File: config.mk
export PLATFORM = sky130hd
export DESIGN_NAME = system_wake_event_controller
export DESIGN_NICKNAME = d
export VERILOG_FILES = /design/src/design/wake_pkg.sv /design/src/design/wake_src_if.sv /design/src/design/system_wake_event_controller.sv /design/src/design/wake_gate.sv
export VERILOG_INCLUDE_DIRS = /design/src /design/src/design
export SDC_FILE = /design/constraint.sdc
export NUM_CORES = 1
export LEC_CHECK = 0
export BUFFER_PORTS_ARGS = -buffer_cell sky130_fd_sc_hd__buf_2
export CAP_MARGIN = 15
export CORE_MARGIN = 2
export CORE_UTILIZATION = 35
export DETAILED_ROUTE_END_ITERATION = 12
export PLACE_DENSITY_LB_ADDON = 0.2
export SLEW_MARGIN = 20
export SYNTH_ARGS = -nofsm -noshare
export SYNTH_HDL_FRONTEND = slang
export SYNTH_SLANG_ARGS = --single-unit
File: constraint.sdc
create_clock -name clk -period 1.9 [get_ports clk]
set_input_delay 0.095 -clock clk [delete_from_list [all_inputs] [get_ports clk]]
set_output_delay 0.095 -clock clk [all_outputs]
set_load 0.05 [all_outputs]
File: src/design/wake_defines.svh
// Constants for the system wake event controller.
// Assumes inclusion by bare name from design files.
`ifndef WAKE_DEFINES_SVH
`define WAKE_DEFINES_SVH

// Sleep state encoding on the state input
`define SLP_WORK 3'h0
`define SLP_APM 3'h1
`define SLP_S1 3'h2
`define SLP_S3 3'h3
`define SLP_S5 3'h4

// Front indicator colour codes
`define LED_OFF 2'h0
`define LED_GREEN 2'h1
`define LED_AMBER 2'h2

// Number of wake sources and their bit positions
`define SRC_N 7
`define SRC_CONN 0
`define SRC_PME 1
`define SRC_LAN 2
`define SRC_RING 3
`define SRC_USB 4
`define SRC_KBD 5
`define SRC_BUTTON 6

`endif

File: src/design/wake_pkg.sv
// Types for the system wake event controller.
// Assumes the defines header is available.
`include "wake_defines.svh"

package wake_pkg;
	typedef logic [2:0] sleep_t;
	typedef logic [1:0] led_t;
	typedef logic [`SRC_N-1:0] src_t;
	typedef enum logic [1:0] {IDLE, REQ, DONE} wake_state_e;
endpackage

File: src/design/wake_src_if.sv
// Carrier of qualified wake sources between the gate and the top.
// Assumes both ends run on clk.
`timescale 1ns/100ps
`default_nettype none

interface wake_src_if;
	import wake_pkg::*;
	src_t hit;
	modport gate (output hit);
	modport top (input hit);
endinterface

`default_nettype wire

File: src/design/system_wake_event_controller.sv
// Wake event controller: gathers wake sources, raises a power-up request.
// Assumes standby clk at 200 MHz; pin inputs are asynchronous.
`timescale 1ns/100ps
`default_nettype none
`include "wake_defines.svh"

module system_wake_event_controller
	import wake_pkg::*;
(
	input wire logic clk,
	input wire logic nrst,
	input wire logic acpi_mode,
	input wire sleep_t sleep_state,
	input wire logic conn_wake_pin,
	input wire logic pme_n_pin,
	input wire logic lan_wake_pin,
	input wire logic ring_pin,
	input wire logic usb_act_pin,
	input wire logic kbd_act_pin,
	input wire logic button_pin,
	input wire logic lan_wake_en,
	input wire logic s5_power_on_cfg,
	input wire logic cfg_load,
	input wire logic modem_irq_unmasked,
	input wire logic led_dual_colour,
	input wire logic power_ack,
	output logic power_up_req,
	output led_t front_led,
	output logic supply_on,
	output logic fans_on,
	output logic resume_from_s3,
	output src_t wake_cause
);
	localparam int NSYNC = `SRC_N;
	logic [NSYNC-1:0] sync1;
	logic [NSYNC-1:0] sync2;
	logic [NSYNC-1:0] prev;
	logic s5_wake_en;
	logic was_s3;
	wake_state_e state;
	wake_state_e next_state;
	wire logic [NSYNC-1:0] raw;
	wire logic [NSYNC-1:0] rise;
	wire logic is_apm;
	wire logic is_s1;
	wire logic is_s3;
	wire logic is_s5;
	wire logic any_hit;
	wake_src_if src ();

	// Raw pin vector; power event is active low
	assign raw = {button_pin, kbd_act_pin, usb_act_pin, ring_pin,
		lan_wake_pin, ~pme_n_pin, conn_wake_pin};

	// Two-stage synchroniser
	always_ff @(posedge clk or negedge nrst) begin
		if (!nrst) begin
			sync1 <= '0;
			sync2 <= '0;
		end else begin
			sync1 <= raw;
			sync2 <= sync1;
		end
	end

	// Edge history for single-event detection
	always_ff @(posedge clk or negedge nrst) begin
		if (!nrst)
			prev <= '0;
		else
			prev <= sync2;
	end
	assign rise = sync2 & ~prev;

	// State decode
	assign is_apm = sleep_state == `SLP_APM;
	assign is_s1 = sleep_state == `SLP_S1;
	assign is_s3 = sleep_state == `SLP_S3;
	assign is_s5 = sleep_state == `SLP_S5;

	// Soft-off wake enable, cleared by reset, loaded by configuration
	always_ff @(posedge clk or negedge nrst) begin
		if (!nrst)
			s5_wake_en <= 1'b0;
		else if (cfg_load)
			s5_wake_en <= s5_power_on_cfg;
	end

	wake_gate gate (
		.is_apm(is_apm),
		.is_s1(is_s1),
		.is_s3(is_s3),
		.is_s5(is_s5),
		.acpi_mode(acpi_mode),
		.conn_wake(rise[`SRC_CONN]),
		.pme_evt(sync2[`SRC_PME]),
		.lan_evt(rise[`SRC_LAN]),
		.ring_evt(rise[`SRC_RING]),
		.usb_evt(rise[`SRC_USB]),
		.kbd_evt(rise[`SRC_KBD]),
		.button_evt(rise[`SRC_BUTTON]),
		.lan_en(lan_wake_en),
		.s5_wake_en(s5_wake_en),
		.modem_irq_unmasked(modem_irq_unmasked),
		.src(src)
	);
	assign any_hit = |src.hit;

	// Request sequencer: IDLE -> REQ until ack -> DONE until awake
	always_comb begin
		next_state = state;
		case (state)
			IDLE: if (any_hit) next_state = REQ;
			REQ: if (power_ack) next_state = DONE;
			DONE: if (sleep_state == `SLP_WORK) next_state = IDLE;
			default: next_state = IDLE;
		endcase
	end

	always_ff @(posedge clk or negedge nrst) begin
		if (!nrst)
			state <= IDLE;
		else
			state <= next_state;
	end

	// Cause and S3 origin latched on request start; cause also collects new hits while in REQ
	always_ff @(posedge clk or negedge nrst) begin
		if (!nrst) begin
			wake_cause <= '0;
			was_s3 <= 1'b0;
		end else if (state == IDLE && any_hit) begin
			wake_cause <= src.hit;
			was_s3 <= is_s3;
		end else if (state == REQ) begin
			wake_cause <= wake_cause | src.hit;
		end
	end

	assign power_up_req = state == REQ;
	assign resume_from_s3 = was_s3 && state != IDLE;

	// Supply, fans and indicator
	always_ff @(posedge clk or negedge nrst) begin
		if (!nrst) begin
			supply_on <= 1'b0;
			fans_on <= 1'b0;
			front_led <= `LED_OFF;
		end else if (is_s3) begin
			supply_on <= 1'b0;
			fans_on <= 1'b0;
			front_led <= led_dual_colour ? `LED_AMBER : `LED_OFF;
		end else begin
			supply_on <= sleep_state == `SLP_WORK || is_s1 || is_apm;
			fans_on <= sleep_state == `SLP_WORK;
			front_led <= sleep_state == `SLP_WORK ? `LED_GREEN : `LED_OFF;
		end
	end

	// Checks
	property p_req_hold;
		@(posedge clk) disable iff (!nrst)
		power_up_req && !power_ack |=> power_up_req;
	endproperty
	a_req_hold: assert property (p_req_hold) else $error("request dropped");

	property p_s3_led;
		@(posedge clk) disable iff (!nrst)
		is_s3 && !led_dual_colour |=> front_led == `LED_OFF && !supply_on;
	endproperty
	a_s3_led: assert property (p_s3_led) else $error("s3 led wrong");

	property p_s3_amber;
		@(posedge clk) disable iff (!nrst)
		is_s3 && led_dual_colour |=> front_led == `LED_AMBER && !fans_on;
	endproperty
	a_s3_amber: assert property (p_s3_amber) else $error("s3 amber wrong");

	property p_conn_apm;
		@(posedge clk) disable iff (!nrst)
		src.hit[`SRC_CONN] |-> !acpi_mode && is_apm;
	endproperty
	a_conn_apm: assert property (p_conn_apm) else $error("conn not apm");

	property p_ring;
		@(posedge clk) disable iff (!nrst)
		src.hit[`SRC_RING] |-> modem_irq_unmasked && !is_s3 && !is_s5;
	endproperty
	a_ring: assert property (p_ring) else $error("ring gating wrong");

	property p_lan;
		@(posedge clk) disable iff (!nrst)
		src.hit[`SRC_LAN] |-> acpi_mode && lan_wake_en;
	endproperty
	a_lan: assert property (p_lan) else $error("lan gating wrong");

	property p_usb;
		@(posedge clk) disable iff (!nrst)
		state == IDLE && acpi_mode && is_s3 && rise[`SRC_USB]
			|=> power_up_req;
	endproperty
	a_usb: assert property (p_usb) else $error("usb no wake");

	property p_kbd;
		@(posedge clk) disable iff (!nrst)
		state == IDLE && acpi_mode && is_s1 && rise[`SRC_KBD]
			|=> power_up_req;
	endproperty
	a_kbd: assert property (p_kbd) else $error("kbd no wake");

	property p_s5;
		@(posedge clk) disable iff (!nrst)
		is_s5 && !s5_wake_en |-> !src.hit[`SRC_PME] && !src.hit[`SRC_LAN];
	endproperty
	a_s5: assert property (p_s5) else $error("s5 wake leaked");
endmodule

`default_nettype wire

File: src/design/wake_gate.sv
// Qualifies synchronised wake inputs by sleep state and enables.
// Assumes all inputs are already on clk.
`timescale 1ns/100ps
`default_nettype none
`include "wake_defines.svh"

module wake_gate
	import wake_pkg::*;
(
	input wire logic is_apm,
	input wire logic is_s1,
	input wire logic is_s3,
	input wire logic is_s5,
	input wire logic acpi_mode,
	input wire logic conn_wake,
	input wire logic pme_evt,
	input wire logic lan_evt,
	input wire logic ring_evt,
	input wire logic usb_evt,
	input wire logic kbd_evt,
	input wire logic button_evt,
	input wire logic lan_en,
	input wire logic s5_wake_en,
	input wire logic modem_irq_unmasked,
	wake_src_if.gate src
);
	wire logic acpi_sleep;
	wire logic s5_ok;
	wire logic hit_conn;
	wire logic hit_pme;
	wire logic hit_lan;
	wire logic hit_ring;
	wire logic hit_usb;
	wire logic hit_kbd;
	wire logic hit_button;

	// ACPI sleep states where most sources act
	assign acpi_sleep = acpi_mode && (is_s1 || is_s3);
	assign s5_ok = acpi_mode && is_s5 && s5_wake_en;

	// Per-source qualification
	assign hit_conn = conn_wake && !acpi_mode && is_apm;
	assign hit_pme = pme_evt && (acpi_sleep || s5_ok);
	assign hit_lan = lan_evt && lan_en
		&& (acpi_sleep || s5_ok);
	assign hit_ring = ring_evt && modem_irq_unmasked
		&& ((is_apm && !acpi_mode) || (acpi_mode && is_s1));
	assign hit_usb = usb_evt && acpi_sleep;
	assign hit_kbd = kbd_evt && acpi_sleep;
	assign hit_button = button_evt
		&& (acpi_sleep || (acpi_mode && is_s5) || is_apm);

	// One driver for the whole vector, bit 0 is the connector source
	assign src.hit = {hit_button, hit_kbd, hit_usb, hit_ring, hit_lan,
		hit_pme, hit_conn};
endmodule

`default_nettype wire

; Word level (Yosys, flattened, before mapping)
; Cells that the tools add are included.
[totals]
ff_bits = 36
out_inout_bits = 13
elab_cells = 65
[op_classes]
n_eq_ne = 9
n_mux = 11
bitwise = 4
n_reduce_logical = 31
[op_table]
columns = operator, count
row1 = $logic_and 1x1->1, 17
row2 = $mux 7, 2
row3 = $mux 2, 5
row4 = $and 7x7->7, 1
row5 = $logic_or 1x1->1, 7
row6 = $not 7->7, 1
row7 = $or 7x7->7, 1
row8 = $reduce_or 7->1, 1
row9 = $eq 3x2->1 const B, 2
row10 = $ne 2x2->1 const B, 3
row11 = $pmux 2 s3, 1
row12 = $reduce_bool 2->1, 2
row13 = $eq 3x1->1 const B, 1
row14 = $eq 3x3->1 const B, 1
row15 = $logic_not 3->1, 1
row16 = $mux 1, 3
row17 = $reduce_and 3->1, 1
row18 = $eq 2x1->1 const B, 1
row19 = $eq 2x2->1 const B, 1
row20 = $logic_not 2->1, 1
row21 = $logic_not 1->1, 1
row22 = $not 1->1, 1

; Longest topological paths before layout
[logic_depth]
depth_word = 9
mapped_depth = 6
ltp_nobuf = 5

; By module
; A second synthesis with hierarchy kept.
[unflattened]
cells_unflattened = 91
area_unflattened_um2 = 1248.7
[by_module_without_submodules]
columns = mod, instances, cells_each, area_each_um2, seq_area_each_um2
row1 = system_wake_event_controller, 1, 69, 1112.3, 850.8
row2 = wake_gate, 1, 22, 136.4, 0.0

; Worst setup path after synthesis
; OpenSTA, ideal clock, no wires.
[synth_timing]
path_type = register to output
start = reg state[1]
end = out resume_from_s3
arrival_ns = 1.537
t_required_ns = 1.805
slack_ns = 0.268
stages_incl_launch_ff = 4
path_buffers = 1
cell_sequence = dfrtp_1 -> clkbuf_1 -> inv_1 -> a21oi_1
[synth_between]
elab_chain_len = 2
[synth_lines]
columns = element, line_no
row1 = from (decl), system_wake_event_controller.sv:40  ; wake_state_e state;
row2 = from (signal assigned), system_wake_event_controller.sv:124  ; state <= next_state;
row3 = $reduce_bool 2->1, system_wake_event_controller.sv:141  ; assign resume_from_s3 = was_s3 && state != IDLE;
row4 = $logic_and 1x1->1, system_wake_event_controller.sv:141
row5 = to (decl), system_wake_event_controller.sv:31  ; output logic resume_from_s3,
; No other way between the ends.

; Worst setup path in the final report
[layout_timing]
start = in sleep_state[2]
end = reg was_s3
[layout_between]
elab_chain_len = 8
elab_cells_between_ends = 23
classes_between = eq/ne: 4 / reduce/logical: 19
[layout_lines]
columns = element, line_no
row1 = from (decl), system_wake_event_controller.sv:13  ; input wire sleep_t sleep_state,
row2 = $eq 3x2->1 (no source line), n/a
row3 = $logic_or 1x1->1, wake_gate.sv:38  ; assign acpi_sleep = acpi_mode && (is_s1 || is_s3);
row4 = $logic_and 1x1->1, wake_gate.sv:38
row5 = $logic_or 1x1->1 (2 in a row), wake_gate.sv:51  ; && (acpi_sleep || (acpi_mode && is_s5) || is_apm);
row6 = $logic_and 1x1->1, wake_gate.sv:51
row7 = $reduce_or 7->1, system_wake_event_controller.sv:107  ; assign any_hit = |src.hit;
row8 = $logic_and 1x1->1, system_wake_event_controller.sv:132  ; end else if (state == IDLE && any_hit) begin
row9 = to (signal assigned), system_wake_event_controller.sv:134  ; was_s3 <= is_s3;
row10 = to (decl), system_wake_event_controller.sv:39  ; logic was_s3;
; Parallel ways exist; a longest one is shown, timed or not.
; A chain may end at the register's enable or synchronous reset.

==> key figures <==
Status
  – Status: finished clean

GRT
  – Overall routing resource usage: 0.1288
  – First-pass GRT wire length: roughly 3.8 mm
  – Vias in the first global route: ~840
  – Largest net degree at the start of global routing: 35
  – Initial antenna violation count: 0
  – GRT overflow: 0

Detailed routing
  – Vias per cell: between 4 and 5
  – DRC violations left: 0
  – Routed wire length per instance: about 12 um
  – Final WL: about 2.3 mm
  – Via Count: 900
  – Antenna-violating nets left: 0
  – Initial DRC count: 21
  – Drt pass-1 iters: 4

Cells and area
  – Nets: roughly 170
  – Most frequent cells in the layout: dfrtp_1, buf_2, dlygate4sd3_1
  – ANT cells: 0
  – Commonest non-fill, non-tap cell in the layout: dfrtp_1
  – Fraction of layout cells with a size suffix above 1: 0.3087
  – Area delta synth->final: 30.31%
  – Post-layout util: 0.4825

Clocking
  – Max clock buf depth: 2
  – Total CTS buffers: 5
  – H-tree Lvls: 2
  – Clk root buf: clkbuf_4
  – Clock latency on the worst-skew pair: 0.34 ns
  – CTS tree: yes
  – Reg clk slew, reported paths: about 0.10 ns
  – Clock sink count: 34

Power
  – Net Sw Power: 0.0007171 W
  – Maximum VDD drop: roughly 0.49 mV
  – Switching part of the total: 0.3802
  – Clock share of power: 0.216
  – Gate power share: 0.297
  – Cell internal pwr: approximately 0.0012 W
  – Cell Pwr Density: 1153 nW/um^2
  – Flop pwr share: 0.486
  – P_leak: 0.7887 nW

Logic synthesis
  – Syn_nets: about 120
  – Cells after synthesis: 100
  – Syn Std Cell Area: 1255 um^2
  – Top cells by area, synth: dfrtp_1, a21oi_1, inv_1, nor2_1, nand2_1
  – Avg Cell Area, Syn: between 10 and 15 um^2
  – Yosys top cell area share: 0.6780
  – Synth area leader: dfrtp_1
  – Register bit total from synthesis: 34
  – Synth Warn #: 0
  – Sequential area share after synthesis: 0.6780
  – Distinct cells, synth: 34

Timing
  – Final Hold Vio Count: 0
  – Fin crit share: 0.9806
  – Worst-Margin Slew: approximately 0.71 ns
  – Slew HR: 0.5262
  – RSZ-0062 raised after global routing: no
  – Slew Limit Fails: 0
  – Post-route minimum period: between 1.5 and 2 ns
  – Clock Skew: ~0.0064 ns
  – FMAX: approximately 540 MHz
  – Setup Total Neg Slack: 0 ns
  – Setup violations, final: 0

Worst hold path
  – Number of stages on the worst hold path: 2
  – HP Class: primary input to flop

Floorplan
  – # IOs: 32
  – Row count: 21
  – Die Y: 63.88 um
  – Width of the die: approximately 64 um
  – Die ar.: 4081 um^2
  – Core area: approximately 3400 um^2
  – Initial Util: 0.3702

Worst setup path
  – Startpoint Class: primary input
  – Max FO, Critical Path: 8
  – Worst Path Class, Setup: primary input to flop
  – CP required: 2.17 ns
  – CP arrival: around 2.1 ns
  – Worst setup EP type: flop
  – Worst Reg-to-Reg Cells: 5

Place
  – Number of buffers added on ports: 31
  – Detail Placement HPWL: ~1.5 mm
  – Routability Congestion: about 0.8

Run
  – # Max-Cap Violations: 0
## critical path, stage by stage
cell	delay, ns
dlygate4sd3_1	0.53
buf_2	0.16
and2b_4	0.28
nand2_1	0.11
a211o_1	0.35
a211oi_4	0.38
mux2i_1	0.22
## final timing paths
path,startpoint,to,slack [ns]
setup / recovery,sleep_state[2],was_s3$_DFFE_PN0P_,0.04
max in group asynchronous,nrst,sync2[0]$_DFF_PN0_,1.11
hold reg to reg,sync1[3]$_DFF_PN0_,sync2[3]$_DFF_PN0_,0.35
min in group asynchronous,nrst,s5_wake_en$_DFFE_PN0P_,0.33
hold / removal,sleep_state[1],front_led[0]$_DFF_PN0_,0.02
setup reg to reg,s5_wake_en$_DFFE_PN0P_,was_s3$_DFFE_PN0P_,0.29
## stage by stage
| stage | hold WS (ns) | cells | instance area, um^2 | setup WS, ns | total power, W |
|---|---|---|---|---|---|
| floorplan | -0.2006 | 100 | 1255 | 0.2682 | 0.001326 |
| global placement | 0.1978 | 174 | 1445 | 0.3105 | 0.001475 |
| detailed placement | 0.1965 | 174 | 1445 | 0.2550 | 0.001475 |
| CTS | 0.006188 | 195 | 1635 | 0.05874 | 0.001919 |
| global route | 0.006823 | 195 | 1635 | 0.0005083 | 0.002003 |
| finish | 0.02269 | 195 | 1635 | 0.03682 | 0.001886 |
## Yosys cell counts
cell       number
a211oi_4        1
a211o_1         1
nand2_1         7
nor2_1          8
nor3b_1         1
o2111a_2        1
and3b_1         1
nand3_1         1
dfrtp_1        34
inv_1           8
nand4_1         1
nand3b_1        1
and2b_4         1
o21a_1          1
o2111ai_1       1
o22ai_1         2
nor2b_1         2
mux2_2          1
and4bb_2        1
nor3_1          1
a21o_1          1
a31o_2          1
o31ai_1         1
o221ai_1        1
nand2b_1        1
buf_4           1
and3b_2         1
buf_6           1
and3_2          1
clkbuf_1        1
mux2i_1         1
a21oi_1        10
o21ai_0         3
a211oi_1        1
## registers in the layout, summed over array words and instances (netlist names)
signal	cells
sync1	7
wake_cause	7
front_led	2
supply_on	1
state	2
sync2	7
prev	6
was_s3	1
s5_wake_en	1
## cell type report
cell class	count	area, um^2
fill	323	1754
sequential	34	850.8
multi-input combinational	55	351.6
timing repair buffer	44	285.3
tap	46	57.56
clock buffer	7	55.05
inverter	8	30.03
clock inverter	1	5.005
## routing by layer
| layer | global-route usage | up-vias | part of all wire |
|---|---|---|---|
| met2 | 0.1823 | 26 | 0.44 |
| met1 | 0.1574 | 428 | 0.47 |
| met3 | 0.05986 | 5 | 0.067 |
| li1 | - | 441 | - |
| met4 | 0.08152 | 0 | 0.027 |
| met5 | 0 | - | 0 |
## power groups by stage
stage,registers [W],clock network (W),logic [W]
2_1_floorplan,0.00109,0,0.000233
3_3_place_gp,0.000930,0,0.000544
3_5_place_dp,0.000933,0,0.000542
4_1_cts,0.000919,0.000434,0.000566
5_1_grt,0.000935,0.000467,0.000602
6_report,0.000918,0.000408,0.000560
## cell families after synthesis
kind of cell | Yosys count | share of synthesized area
DFF | 34 | 0.6780
muxes | 2 | 0.01695
buffers and inverters | 11 | 0.04187
and+or+nand+nor | 28 | 0.1236
AOI/OAI and AO/OA | 25 | 0.1396
## repair_timing
item | in CTS | in global routing
gates resized for setup | 0 | 0
hold buffers | 13 | 0
endpoints found under the hold margin | 47 | 0
buffers inserted | 0 | 0
(Power assumes the default switching activity.)
